[src/logic/port_pin_alt_regs.vh]
// Constants for the port pin alternate function override block
`ifndef PORT_PIN_ALT_REGS_VH
`define PORT_PIN_ALT_REGS_VH

`define PORT_WIDTH 8
`define DIR_RESET 8'h00
`define LATCH_RESET 8'h00
`define SYNC_RESET 8'h00
`define PULLUP_ON_CODE 3'h2
`define READ_ZERO 1'b0
`define BIT_OSC_OUT 7
`define BIT_OSC_IN 6
`define BIT_SPI_CLK 5
`define BIT_SPI_MISO 4
`define BIT_SPI_MOSI 3
`define BIT_PCSRC_LOW 3
`define PCSRC_WIDTH 5

`endif

[src/logic/port_pin_alt_function_override.v]
// Port pin override logic with alternate functions of bits 7 to 3
// Notes on behaviour
// - Pull-up follows override, else code 010
// - Override value alone switches pull-up
// - Driver enable from override or direction bit
// - Direction override value turns driver on/off
// - Driven value from override or latch
// - Value override ignores output latch
// - Input enable from override, else sleep state
// - Input override value ignores sleep state
// - Raw input taken before port synchroniser
// - Strobes shared per port, others per pin
// - Bit 7 as clock pin reads zero
// - Timer crystal mode takes bit 7 off port
// - Async timer takes bit 6 off port
// - Bit 6 as clock pin reads zero
// - SPI slave forces clock pin input
// - Forced input keeps latch pull-up control
// - SPI master forces data-in pin input
// - SPI slave forces data-out pin input
// - Pins 7 to 3 feed pin-change sources
// - Direction bit 1 output, 0 input
`include "port_pin_alt_regs.vh"
`timescale 1ns/1ps
`default_nettype none

module port_pin_alt_function_override #(
	parameter WIDTH = `PORT_WIDTH
) (
	input wire clk_sys,
	input wire rst_n,
	input wire dirWrite,
	input wire latchWrite,
	input wire pinToggleWrite,
	input wire [WIDTH-1:0] writeData,
	input wire sleepClamp,
	input wire globalPullupDisable,
	input wire [WIDTH-1:0] pullupOverrideEn,
	input wire [WIDTH-1:0] pullupOverrideVal,
	input wire [WIDTH-1:0] dirOverrideEn,
	input wire [WIDTH-1:0] dirOverrideVal,
	input wire [WIDTH-1:0] valueOverrideEn,
	input wire [WIDTH-1:0] valueOverrideVal,
	input wire [WIDTH-1:0] inputEnOverrideEn,
	input wire [WIDTH-1:0] inputEnOverrideVal,
	input wire intRcSelected,
	input wire extClockSelected,
	input wire asyncTimer2Select,
	input wire extClockForAsyncTimer,
	input wire spiEnable,
	input wire spiMaster,
	input wire sckOut,
	input wire spiSlaveOut,
	input wire spiMasterOut,
	input wire compare2aEnable,
	input wire compare2aWaveOut,
	input wire [`PCSRC_WIDTH-1:0] pinChangeMask,
	input wire pinChangeEnable,
	input wire [WIDTH-1:0] padIn,
	output wire [WIDTH-1:0] padOut,
	output wire [WIDTH-1:0] padOutEn_n,
	output wire [WIDTH-1:0] pullupEn,
	output wire [WIDTH-1:0] altRawInput,
	output wire [`PCSRC_WIDTH-1:0] pinChangeSrc,
	output wire oscOutTakeover,
	output wire oscInTakeover,
	output wire [WIDTH-1:0] dirReadback,
	output wire [WIDTH-1:0] latchReadback,
	output wire [WIDTH-1:0] pinInputReadback
);

	// Two-way choice used by every override pair
	function sel;
		input en;
		input val;
		input dflt;
		begin
			sel = en ? val : dflt;
		end
	endfunction

	// Pull-up of an SPI pin while SPI owns it
	// Latch decides unless SPI leaves direction free and it is set
	function spiPull;
		input latch;
		input dir;
		input dirFree;
		input global_pullup_disable;
		begin
			spiPull = latch & ~(dir & dirFree) & ~global_pullup_disable;
		end
	endfunction

	reg [WIDTH-1:0] pinDirection;
	reg [WIDTH-1:0] pinOutputLatch;
	reg [WIDTH-1:0] syncStage1;
	reg [WIDTH-1:0] pinInput;

	// Strobes and data are one set for the whole port
	always @(posedge clk_sys) begin
		if (!rst_n) begin
			pinDirection <= `DIR_RESET;
			pinOutputLatch <= `LATCH_RESET;
		end else begin
			if (dirWrite) begin
				pinDirection <= writeData;
			end
			if (latchWrite) begin
				pinOutputLatch <= writeData;
			end else if (pinToggleWrite) begin
				pinOutputLatch <= pinOutputLatch ^ writeData;
			end
		end
	end

	// Alternate function sources of the upper pins
	wire osc7 = (~intRcSelected & ~extClockSelected) |
		(asyncTimer2Select & ~extClockForAsyncTimer);
	wire osc6 = ~intRcSelected | asyncTimer2Select;
	wire spiSlave = spiEnable & ~spiMaster;
	wire spiMst = spiEnable & spiMaster;
	wire [`PCSRC_WIDTH-1:0] pcOn = pinChangeMask &
		{`PCSRC_WIDTH{pinChangeEnable}};

	reg [WIDTH-1:0] pullup_override_en;
	reg [WIDTH-1:0] pullup_override_val;
	reg [WIDTH-1:0] dir_override_en;
	reg [WIDTH-1:0] dir_override_val;
	reg [WIDTH-1:0] value_override_en;
	reg [WIDTH-1:0] value_override_val;
	reg [WIDTH-1:0] input_en_override_en;
	reg [WIDTH-1:0] input_en_override_val;
	reg [WIDTH-1:0] clockPin;

	always @* begin
		pullup_override_en = pullupOverrideEn;
		pullup_override_val = pullupOverrideVal;
		dir_override_en = dirOverrideEn;
		dir_override_val = dirOverrideVal;
		value_override_en = valueOverrideEn;
		value_override_val = valueOverrideVal;
		input_en_override_en = inputEnOverrideEn;
		input_en_override_val = inputEnOverrideVal;
		clockPin = {WIDTH{1'b0}};
		// Oscillator pin 7: driver, pull-up and input all off
		clockPin[`BIT_OSC_OUT] = osc7;
		if (osc7) begin
			pullup_override_en[`BIT_OSC_OUT] = 1'b1;
			pullup_override_val[`BIT_OSC_OUT] = 1'b0;
			dir_override_en[`BIT_OSC_OUT] = 1'b1;
			dir_override_val[`BIT_OSC_OUT] = 1'b0;
			value_override_en[`BIT_OSC_OUT] = 1'b0;
			input_en_override_en[`BIT_OSC_OUT] = 1'b1;
			input_en_override_val[`BIT_OSC_OUT] = 1'b0;
		end else if (pcOn[`BIT_OSC_OUT-`BIT_PCSRC_LOW]) begin
			input_en_override_en[`BIT_OSC_OUT] = 1'b1;
			input_en_override_val[`BIT_OSC_OUT] = 1'b1;
		end
		// Oscillator pin 6 keeps no digital path either
		clockPin[`BIT_OSC_IN] = osc6;
		if (osc6) begin
			pullup_override_en[`BIT_OSC_IN] = 1'b1;
			pullup_override_val[`BIT_OSC_IN] = 1'b0;
			dir_override_en[`BIT_OSC_IN] = 1'b1;
			dir_override_val[`BIT_OSC_IN] = 1'b0;
			value_override_en[`BIT_OSC_IN] = 1'b0;
			input_en_override_en[`BIT_OSC_IN] = 1'b1;
			input_en_override_val[`BIT_OSC_IN] = 1'b0;
		end else if (pcOn[`BIT_OSC_IN-`BIT_PCSRC_LOW]) begin
			input_en_override_en[`BIT_OSC_IN] = 1'b1;
			input_en_override_val[`BIT_OSC_IN] = 1'b1;
		end
		// SPI clock: input as slave, SPI drives it as master if dir set
		if (spiSlave) begin
			dir_override_en[`BIT_SPI_CLK] = 1'b1;
			dir_override_val[`BIT_SPI_CLK] = 1'b0;
		end else if (spiMst) begin
			value_override_en[`BIT_SPI_CLK] = 1'b1;
			value_override_val[`BIT_SPI_CLK] = sckOut;
		end
		// SPI data in: input as master, slave drives if dir set
		if (spiMst) begin
			dir_override_en[`BIT_SPI_MISO] = 1'b1;
			dir_override_val[`BIT_SPI_MISO] = 1'b0;
		end else if (spiSlave) begin
			value_override_en[`BIT_SPI_MISO] = 1'b1;
			value_override_val[`BIT_SPI_MISO] = spiSlaveOut;
		end
		// SPI data out, shared with the compare output
		if (spiSlave) begin
			dir_override_en[`BIT_SPI_MOSI] = 1'b1;
			dir_override_val[`BIT_SPI_MOSI] = 1'b0;
		end else if (spiMst) begin
			value_override_en[`BIT_SPI_MOSI] = 1'b1;
			value_override_val[`BIT_SPI_MOSI] = spiMasterOut;
		end else if (compare2aEnable) begin
			// Reaches the pad only once software sets direction
			value_override_en[`BIT_SPI_MOSI] = 1'b1;
			value_override_val[`BIT_SPI_MOSI] = compare2aWaveOut;
		end
		if (spiEnable) begin
			// Pull-up stays with the latch while forced input
			pullup_override_en[`BIT_SPI_CLK] = 1'b1;
			// Slave forces clock input, so direction bit is ignored
			pullup_override_val[`BIT_SPI_CLK] = spiPull(pinOutputLatch[`BIT_SPI_CLK],
				pinDirection[`BIT_SPI_CLK], spiMst,
				globalPullupDisable);
			pullup_override_en[`BIT_SPI_MISO] = 1'b1;
			pullup_override_val[`BIT_SPI_MISO] = spiPull(pinOutputLatch[`BIT_SPI_MISO],
				pinDirection[`BIT_SPI_MISO], spiSlave,
				globalPullupDisable);
			pullup_override_en[`BIT_SPI_MOSI] = 1'b1;
			pullup_override_val[`BIT_SPI_MOSI] = spiPull(pinOutputLatch[`BIT_SPI_MOSI],
				pinDirection[`BIT_SPI_MOSI], spiMst,
				globalPullupDisable);
		end
		if (pcOn[`BIT_SPI_CLK-`BIT_PCSRC_LOW]) begin
			input_en_override_en[`BIT_SPI_CLK] = 1'b1;
			input_en_override_val[`BIT_SPI_CLK] = 1'b1;
		end
		if (pcOn[`BIT_SPI_MISO-`BIT_PCSRC_LOW]) begin
			input_en_override_en[`BIT_SPI_MISO] = 1'b1;
			input_en_override_val[`BIT_SPI_MISO] = 1'b1;
		end
		if (pcOn[`BIT_SPI_MOSI-`BIT_PCSRC_LOW]) begin
			input_en_override_en[`BIT_SPI_MOSI] = 1'b1;
			input_en_override_val[`BIT_SPI_MOSI] = 1'b1;
		end
	end

	wire [WIDTH-1:0] inBuf;
	wire [WIDTH-1:0] driverOn;

	genvar i;
	generate
		for (i = 0; i < WIDTH; i = i + 1) begin : g_pin
			wire puCode = ({pinDirection[i], pinOutputLatch[i],
				globalPullupDisable} == `PULLUP_ON_CODE);
			wire dieOn = sel(input_en_override_en[i], input_en_override_val[i], ~sleepClamp);
			assign pullupEn[i] = sel(pullup_override_en[i], pullup_override_val[i], puCode);
			assign driverOn[i] = sel(dir_override_en[i], dir_override_val[i],
				pinDirection[i]);
			assign padOut[i] = sel(value_override_en[i], value_override_val[i],
				pinOutputLatch[i]);
			assign padOutEn_n[i] = ~driverOn[i];
			// Clamped to ground while input is disabled
			assign inBuf[i] = padIn[i] & dieOn;
			assign dirReadback[i] = clockPin[i] ? `READ_ZERO :
				pinDirection[i];
			assign latchReadback[i] = clockPin[i] ? `READ_ZERO :
				pinOutputLatch[i];
			assign pinInputReadback[i] = clockPin[i] ? `READ_ZERO :
				pinInput[i];
		end
	endgenerate

	// Unsynchronised; receivers add their own synchroniser
	assign altRawInput = inBuf;
	assign pinChangeSrc = inBuf[WIDTH-1:`BIT_PCSRC_LOW];
	assign oscOutTakeover = osc7;
	assign oscInTakeover = osc6;

	always @(posedge clk_sys) begin
		if (!rst_n) begin
			syncStage1 <= `SYNC_RESET;
			pinInput <= `SYNC_RESET;
		end else begin
			syncStage1 <= inBuf;
			pinInput <= syncStage1;
		end
	end

endmodule // port_pin_alt_function_override

`default_nettype wire

[config.mk]
export PLATFORM = sky130hd
export DESIGN_NAME = port_pin_alt_function_override
export DESIGN_NICKNAME = d
export VERILOG_FILES = /design/src/logic/port_pin_alt_function_override.v
export VERILOG_INCLUDE_DIRS = /design/src /design/src/logic
export SDC_FILE = /design/constraint.sdc
export NUM_CORES = 1
export LEC_CHECK = 0
export BUFFER_PORTS_ARGS = -buffer_cell sky130_fd_sc_hd__buf_2
export CORE_MARGIN = 2
export CORE_UTILIZATION = 39
export CTS_BUF_LIST = sky130_fd_sc_hd__clkbuf_16
export CTS_CLUSTER_SIZE = 10
export DETAILED_ROUTE_END_ITERATION = 7
export GPL_TIMING_DRIVEN = 0
export PLACE_DENSITY = 0.83
export SLEW_MARGIN = 10
export SYNTH_ARGS = -nofsm -noshare
export SYNTH_HDL_FRONTEND = slang
export SYNTH_SLANG_ARGS = --single-unit
[constraint.sdc]
create_clock -name clk_sys -period 1.8 [get_ports clk_sys]
set_input_delay 0.18 -clock clk_sys [delete_from_list [all_inputs] [get_ports clk_sys]]
set_output_delay 0.18 -clock clk_sys [all_outputs]
set_load 0.01 [all_outputs]
==> results.py, run 1 <==
metrics = {
    "outcome": {
        "outcome": "finished, final reports clean",
    },
    "global_route": {
        "grt_first_pass_wirelength_um": 8570,
        "first_global_vias": 1989,
        "antenna_found_initial": 0,
        "overflow": 0,
        "grtUsageTotal": 0.197,
        "grt_max_degree": 11,
    },
    "worst_setup_path": {
        "critical_path.slowest_cell": "dfxtp_1",
        "cp_max_fo": 5,
        "start_kind": "flop",
        "path_class": "flop to output port",
        "cp_data_required_time_ns": 1.62,
        "timing.critical_path.buf_inv": 1,
        "crit_path_end_kind": "output port",
        "cp_cell_sequence": "nor4b_1 > a21oi_1 > nor2_1 > buf_2",
        "critPathMaxStageDelay_ns": 0.40,
        "worstPathArrival_ns": 1.21,
        "path_delay_family": "flip-flops",
    },
    "synth": {
        "ys_types": 29,
        "netlist_instances": 238,
        "ys_warn_count": 0,
        "ys_top_cells_by_area": "dfxtp_1, buf_4, mux2i_1, and2_1, mux2_2",
        "synth_edf_count": 0,
        "synth_area_sq_um": 1970,
        "yosysSeqAreaShare": 0.324,
        "synth_area_leader_cell": "dfxtp_1",
        "syn-num-nets": 342,
        "synthArstFlopShare": 0,
        "yosys-top-cells-count": "dfxtp_1, nand2_1, buf_4",
        "synth.top_cell.area_share": 0.324,
        "ys_ff_latch": 32,
        "synthFlopType": "dfxtp_1",
        "synth.avg_cell_area_sq_um": 8.30,
    },
    "clock_tree": {
        "postCtsResizedCells": 0,
        "cts_num_sinks": 32,
        "path_clk_slew_ns": 0.05,
        "cts_hold_buf": 0,
        "htreeDepth": 2,
        "cts_tree": "done",
        "numCtsBuffers": 5,
        "clock_latency_ns": 0.27,
        "clockBufferDepth": 2,
        "cts_setup_buffers": 0,
        "cts-root-buf": "clkbuf_16",
    },
    "timing": {
        "post-route-period-util": 0.772,
        "rsz0062_at_grt": "no",
        "fin_setup_tns_ns": 0,
        "fmax_ghz": 0.719,
        "worstMarginPinSlew_ns": 0.413,
        "slew_violations": 0,
        "setup_violations": 0,
        "hold_violations": 0,
        "skew_ns": 0.00289,
        "period_minus_slack_ns": 1.39,
        "whs_ns": 0.150,
        "slew_headroom": 0.725,
    },
    "placement": {
        "dp_hpwl_um": 4660,
        "placed_cells": 470,
        "globalplace.congestion": 0.756,
        "port-buffer-count": 165,
    },
    "drt": {
        "vias": 2203,
        "drt_wl_total_um": 5710,
        "drt_iter0_drc": 75,
        "ant_nets": 0,
        "viasPerCell": 4.61,
        "dr.pass1.iters": 4,
        "drc": 0,
        "wire_per_inst_um": 11.9,
    },
    "power_and_ir_drop": {
        "cellLeakagePower_uw": 0.00164,
        "swShare": 0.262,
        "irDropWorstVdd_mv": 0.359,
        "p_sw_uw": 540,
        "intPower_uw": 1520,
        "powerDensity_nw_per_um2": 681,
        "sequentialPowerShare": 0.377,
        "clkPwrFrac": 0.383,
        "pwr-share-comb": 0.240,
    },
    "die": {
        "start_util": 0.410,
        "die_area_sq_um": 5650,
        "boundaryPins": 167,
        "die_h_um": 75.2,
        "core_region_area_sq_um": 4820,
        "fp.dieW_um": 75.2,
        "num_rows": 25,
    },
    "finish": {
        "fin_util": 0.628,
        "syn_to_final_growth_pct": 53.2,
        "fin_nets": 514,
        "antenna_cells": 0,
        "fin_cells": 478,
        "drive_gt1_frac": 0.518,
    },
    "job": {
        "cap_violations": 0,
    },
    "min_path": {
        "hold_path.class": "input port to flop",
    },
}
registers in the layout, summed over array words and instances, names as in the netlist:
signal,cells
pinOutputLatch,8
syncStage1,8
pinDirection,8
pinInput,8
per-stage QoR:
| stage | power, uW | worst slack (ns) | instance area [sq um] |
|---|---|---|---|
| finish | 2060 | 0.410 | 3020 |
| global route | 2160 | 0.243 | 3020 |
| CTS | 2080 | 0.387 | 3020 |
| detailed placement | 1290 | 0.435 | 2880 |
| global placement | 1270 | 0.430 | 2880 |
| floorplan | 1040 | 0.594 | 1970 |
final timing paths:
path | start | to | slack [ns] | cells after the start
max | pinOutputLatch[6] | pullupEn[6] | 0.41 | 4
min | padIn[2] | syncStage1[2] | 0.15 | 2
max reg2reg | pinOutputLatch[7] | pinOutputLatch[7] | 0.95 | 3
min reg2reg | syncStage1[1] | pinInput[1] | 0.43 | 1
cell usage in the layout, fill, tap and decap left out, drive strengths merged, types with 8 or more instances in the layout:
cell,Yosys,final
o21ai,17,17
dfxtp,32,32
inv,8,9
nand2,32,32
mux2i,16,16
mux2,11,11
nor2b,19,19
nand3b,9,9
and2,21,21
nor2,8,8
clkbuf,4,9
buf,25,190
a21boi,8,8
power groups by stage:
stage / Combinational [uW] / Clock, uW / Sequential [uW]
global placement: 484 / 0 / 789
floorplan: 260 / 0 / 779
global route: 547 / 833 / 780
CTS: 498 / 805 / 776
detailed placement: 496 / 0 / 790
finish: 494 / 789 / 776
area by class of cell:
class | instances | area (sq um)
Buffer | 29 | 198
Clock buffer | 5 | 125
Clock inverter | 3 | 15.0
Fill cell | 449 | 1790
Inverter | 8 | 30.0
Multi-Input combinational cell | 169 | 1110
Sequential cell | 32 | 641
Tap cell | 67 | 83.8
Timing Repair Buffer | 165 | 826
per-layer routing:
| metal | vias up | global-route usage | routed length, um |
|---|---|---|---|
| met4 | 0 | 0.0682 | 70 |
| li1 | 1127 | - | - |
| met1 | 997 | 0.239 | 2360 |
| met2 | 72 | 0.356 | 2990 |
| met3 | 7 | 0.0295 | 284 |
| met5 | - | 0 | 0 |
kinds of logic after synthesis:
group           after synthesis  share of synthesized area
simple gates                103                      0.286
compound gates               39                      0.130
buf+inv                      37                      0.115
flops                        32                      0.324
mux                          27                      0.144
(Power assumes the default switching activity.)
==> run 2: changes to the inputs <==
--- a/config.mk
+++ b/config.mk
@@ -8,12 +8,12 @@
 export LEC_CHECK = 0
 export BUFFER_PORTS_ARGS = -buffer_cell sky130_fd_sc_hd__buf_2
 export CORE_MARGIN = 2
-export CORE_UTILIZATION = 39
+export CORE_UTILIZATION = 35
 export CTS_BUF_LIST = sky130_fd_sc_hd__clkbuf_16
 export CTS_CLUSTER_SIZE = 10
 export DETAILED_ROUTE_END_ITERATION = 7
 export GPL_TIMING_DRIVEN = 0
-export PLACE_DENSITY = 0.83
+export PLACE_DENSITY = 0.79
 export SLEW_MARGIN = 10
 export SYNTH_ARGS = -nofsm -noshare
 export SYNTH_HDL_FRONTEND = slang
==> constraint.sdc (replaced) <==
create_clock -name clk_sys -period 1.1 [get_ports clk_sys]
set_input_delay 0.11 -clock clk_sys [delete_from_list [all_inputs] [get_ports clk_sys]]
set_output_delay 0.11 -clock clk_sys [all_outputs]
set_load 0.01 [all_outputs]
==> results.py, run 2 (synthesized netlist as in run 1, its figures left out) <==
metrics = {
    "worst_setup_path": {
        "start_kind": "flop",
        "critical_path.slowest_cell": "dfxtp_4",
        "ff2ff_path_depth": 5,
        "cp_max_fo": 4,
        "path_class": "flop to output port",
        "path_delay_family": "flip-flops",
        "cp_data_required_time_ns": 0.99,
        "cp_cell_sequence": "nor4b_4 > a21oi_1 > nor2_1 > buf_2",
        "timing.critical_path.buf_inv": 1,
        "worstPathArrival_ns": 1.10,
        "critPathMaxStageDelay_ns": 0.35,
        "crit_path_end_kind": "output port",
        "regToRegSetupSlack_ns": 0.10,
        "r2r_end": "pinOutputLatch[7]",
        "r2r-start": "pinOutputLatch[7]",
    },
    "die": {
        "boundaryPins": 167,
        "num_rows": 27,
        "die_h_um": 79.1,
        "fp.dieW_um": 79.1,
        "start_util": 0.361,
        "core_region_area_sq_um": 5470,
        "die_area_sq_um": 6260,
    },
    "job": {
        "cap_violations": 0,
    },
    "drt": {
        "vias": 2301,
        "drc": 0,
        "viasPerCell": 4.62,
        "dr.pass1.iters": 4,
        "drt_wl_total_um": 6160,
        "wire_per_inst_um": 12.4,
        "ant_nets": 0,
        "drt_iter0_drc": 47,
    },
    "timing": {
        "worstMarginPinSlew_ns": 0.441,
        "slew_headroom": 0.706,
        "hold_violations": 0,
        "fmax_ghz": 0.823,
        "period_minus_slack_ns": 1.21,
        "setup_violations": 16,
        "slew_violations": 0,
        "skew_ns": 0.000499,
        "rsz0062_at_grt": "yes",
        "post-route-period-util": 1.10,
        "setup_slack_ns": -0.115,
    },
    "finish": {
        "drive_gt1_frac": 0.610,
        "layout_common_cells": "buf_2, buf_4, nand2_1",
        "mostFrequentLayoutCell": "buf_2",
        "syn_to_final_growth_pct": 73.8,
        "fin_nets": 529,
        "fin_cells": 498,
        "antenna_cells": 0,
    },
    "clock_tree": {
        "cts_num_sinks": 32,
        "cts-root-buf": "clkbuf_16",
        "cts_tree": "done",
        "numCtsBuffers": 5,
        "htreeDepth": 2,
        "path_clk_slew_ns": 0.05,
        "cts_hold_buf": 0,
        "clock_latency_ns": 0.27,
        "clockBufferDepth": 2,
    },
    "global_route": {
        "overflow": 0,
        "antenna_found_initial": 0,
        "grt_first_pass_wirelength_um": 9450,
        "grtUsageTotal": 0.191,
        "first_global_vias": 2178,
        "grt_max_degree": 11,
    },
    "power_and_ir_drop": {
        "irDropWorstVdd_mv": 0.672,
        "powerDensity_nw_per_um2": 1100,
        "cellLeakagePower_uw": 0.00180,
    },
    "placement": {
        "globalplace.congestion": 0.710,
        "dp_slack_ns": -0.140,
        "port-buffer-count": 165,
        "dp_hpwl_um": 4550,
        "placed_cells": 475,
    },
    "outcome": {
        "outcome": "complete, but fails checks",
        "violations": "setup timing",
    },
    "min_path": {
        "hold_path.class": "input port to flop",
        "hp-start": "padIn[0]",
        "worstHoldEndpoint": "syncStage1[0]",
        "whs_path_depth": 2,
    },
}
==> run 2: how the worst max path moves through the flow <==
stage	slack, ns	cells after the start	end	start
2_1_floorplan	0.03	4	pinChangeSrc[3]	asyncTimer2Select
3_3_place_gp	-0.14	6	pinChangeSrc[3]	asyncTimer2Select
3_5_place_dp	-0.14	6	pinChangeSrc[3]	asyncTimer2Select
4_1_cts	-0.12	4	pullupEn[7]	pinDirection[7]
5_1_grt	-0.18	4	pullupEn[6]	pinDirection[6]
6_report	-0.11	4	pullupEn[7]	pinDirection[7]
==> run 2: report_power, final <==
group	total [uW]	switching, uW	internal [uW]
sequential	1270	47.3	1220
combinational	986	422	564
clock	1530	477	1050
==> run 2: layer usage <==
| metal | global-route usage | wire length, um |
|---|---|---|
| met2 | 0.372 | 3330 |
| met1 | 0.194 | 2280 |
| met4 | 0.0655 | 79 |
| met5 | 0 | 0 |
| met3 | 0.0477 | 474 |
==> run 2: final cells by class <==
cell class / count / area, sq um
clock inverters: 3 / 37.5
clock buffers: 5 / 125
multi-input cells: 169 / 1240
fillers: 499 / 2040
well taps: 72 / 90.1
flip-flops and latches: 32 / 678
inverters: 8 / 30.0
repair buffers: 182 / 1050
plain buffers: 27 / 183
==> run 2: through the flow <==
| step | area (sq um) | util | hold slack (ns) | total power, uW | setup TNS (ns) |
|---|---|---|---|---|---|
| floorplan | 1970 | - | 0.256 | 1700 | 0 |
| global placement | 2890 | 0.528 | 0.351 | 2080 | -0.448 |
| detailed placement | 2890 | 0.528 | 0.351 | 2100 | -0.480 |
| CTS | 3290 | 0.600 | 0.0677 | 3750 | -0.842 |
| global route | 3430 | 0.627 | 0.0700 | 3960 | -1.62 |
| finish | 3430 | 0.627 | 0.0702 | 3780 | -0.731 |
==> run 2: repair_timing <==
item | 4_1_cts | 5_1_grt
setup buffers | 12 | 5
hold endpoints to repair | 0 | 0
resized for setup | 46 | 31
pin swaps | 17 | 13
endpoints found under the setup margin | 28 | 30
gates cloned | 0 | 0
==> run 3: changes to the inputs <==
--- a/config.mk
+++ b/config.mk
@@ -14,6 +14,7 @@
 export DETAILED_ROUTE_END_ITERATION = 7
 export GPL_TIMING_DRIVEN = 0
 export PLACE_DENSITY = 0.79
+export SETUP_SLACK_MARGIN = 0.2
 export SLEW_MARGIN = 10
 export SYNTH_ARGS = -nofsm -noshare
 export SYNTH_HDL_FRONTEND = slang
==> results.py, run 3 (synthesized netlist as in run 1, its figures left out) <==
metrics = {
    "worst_setup_path": {
        "r2r_end": "pinDirection[3]",
        "regToRegSetupSlack_ns": 0.12,
        "critPathMaxStageDelay_ns": 0.36,
        "timing.critical_path.buf_inv": 1,
        "path_class": "flop to output port",
        "path_delay_family": "flip-flops",
        "crit_path_end_kind": "output port",
        "worstPathArrival_ns": 1.12,
        "ff2ff_path_depth": 5,
        "cp_cell_sequence": "nor4b_2 > a21oi_1 > nor2_1 > buf_2",
        "r2r-start": "pinDirection[3]",
        "start_kind": "flop",
        "critical_path.slowest_cell": "dfxtp_4",
        "crit_cells": 4,
        "cp_data_required_time_ns": 0.99,
        "cp_max_fo": 4,
    },
    "placement": {
        "globalplace.congestion": 0.774,
        "port-buffer-count": 165,
        "dp_hpwl_um": 4910,
        "place_area_sq_um": 2960,
        "dp_slack_ns": -0.107,
    },
    "finish": {
        "mostFrequentLayoutCell": "buf_2",
        "n_fill_cell": 413,
        "seqCellArea_sq_um": 691,
        "drive_gt1_frac": 0.641,
        "antenna_cells": 0,
        "fin_nets": 535,
        "fin_util": 0.704,
        "multi_input_area_sq_um": 1290,
        "fin_area_sq_um": 3850,
        "layout_common_cells": "buf_2, buf_6, nand2_1",
        "syn_to_final_growth_pct": 95.1,
    },
    "global_route": {
        "antenna_found_initial": 0,
        "first_global_vias": 2305,
        "grt_first_pass_wirelength_um": 10300,
        "grtUsageTotal": 0.209,
        "overflow": 0,
        "grt_max_degree": 11,
    },
    "timing": {
        "setup_slack_ns": -0.131,
        "worstMarginPinSlew_ns": 0.511,
        "slew_violations": 0,
        "skew_ns": 0.00153,
        "post-route-period-util": 1.12,
        "fmax_ghz": 0.812,
        "rsz0062_at_grt": "yes",
        "period_minus_slack_ns": 1.23,
        "hold_violations": 0,
        "setup_violations": 19,
        "slew_headroom": 0.659,
    },
    "clock_tree": {
        "cts_num_sinks": 32,
        "cts_hold_buf": 0,
        "numCtsBuffers": 5,
        "path_clk_slew_ns": 0.05,
        "htreeDepth": 2,
        "clockBufferDepth": 2,
        "clock_latency_ns": 0.26,
        "cts-root-buf": "clkbuf_16",
        "cts_tree": "done",
    },
    "die": {
        "fp.dieW_um": 79.1,
        "num_rows": 27,
        "die_h_um": 79.1,
        "start_util": 0.361,
        "core_region_area_sq_um": 5470,
        "die_area_sq_um": 6260,
        "boundaryPins": 167,
    },
    "drt": {
        "vias": 2434,
        "viasPerCell": 4.83,
        "drt_iter0_drc": 42,
        "dr.pass1.iters": 4,
        "wire_per_inst_um": 14.5,
        "drc": 0,
        "drt_wl_total_um": 7310,
        "ant_nets": 0,
    },
    "min_path": {
        "worstHoldEndpoint": "syncStage1[1]",
        "hold_path.class": "input port to flop",
        "whs_path_depth": 2,
        "hp-start": "padIn[1]",
    },
    "power_and_ir_drop": {
        "irDropWorstVdd_mv": 0.632,
        "total_power_uw": 3750,
        "cellLeakagePower_uw": 0.00194,
        "powerDensity_nw_per_um2": 973,
    },
    "outcome": {
        "outcome": "complete, but fails checks",
        "violations": "setup timing",
    },
    "job": {
        "cap_violations": 0,
    },
}
-- run 3: worst reg2reg max path: stages, from the launching register on --
cell,delay (ns)
dfxtp_2,0.33
buf_6,0.11
buf_6,0.11
buf_6,0.10
mux2i_1,0.14
nor2b_1,0.07
-- run 3: per-stage QoR --
stage	instances	setup TNS [ns]	hold WS (ns)
5_1_grt	504	-1.91	0.0790
3_5_place_dp	475	-0.298	0.355
3_3_place_gp	475	-0.160	0.350
2_1_floorplan	238	0	0.256
4_1_cts	497	-0.795	0.0801
6_report	504	-0.896	0.0840
-- run 3: where the power goes --
| group | switching (uW) | internal, uW |
|---|---|---|
| combinational | 491 | 721 |
| sequential | 54.5 | 1220 |
| clock | 445 | 819 |
| total | 991 | 2760 |
-- run 3: worst max-delay path by stage --
stage / to / from / slack [ns]
finish: pullupEn[6] / pinOutputLatch[6] / -0.13
global route: pullupEn[7] / pinOutputLatch[7] / -0.17
CTS: pullupEn[6] / pinDirection[6] / -0.1
detailed placement: pinChangeSrc[3] / sleepClamp / -0.11
global placement: pinChangeSrc[3] / sleepClamp / -0.08
floorplan: pinChangeSrc[3] / asyncTimer2Select / 0.13
-- run 3: cell type report --
type                            count  area share
Buffer                             29      0.0679
Sequential cell                    32       0.179
Clock buffer                        5      0.0325
Multi-Input combinational cell    169       0.335
Timing Repair Buffer              186       0.351
Inverter                            8     0.00780
Clock inverter                      3     0.00357
Tap cell                           72      0.0234
-- run 3: metal layers --
layer  GRT usage  vias up  share of wire
met1       0.226     1139           0.36
li1            -     1170              -
met4      0.0690        0          0.026
met5           0        -              0
met3      0.0466       20          0.050
met2       0.397      105           0.57
-- run 3: timing repair --
item / CTS / global route
endpoints found under the hold margin: 0 / 0
setup endpoints to repair: 59 / 70
gates cloned: 0 / 0
pin swaps: 30 / 18
gates resized for setup: 99 / 68
setup buffers: 14 / 7
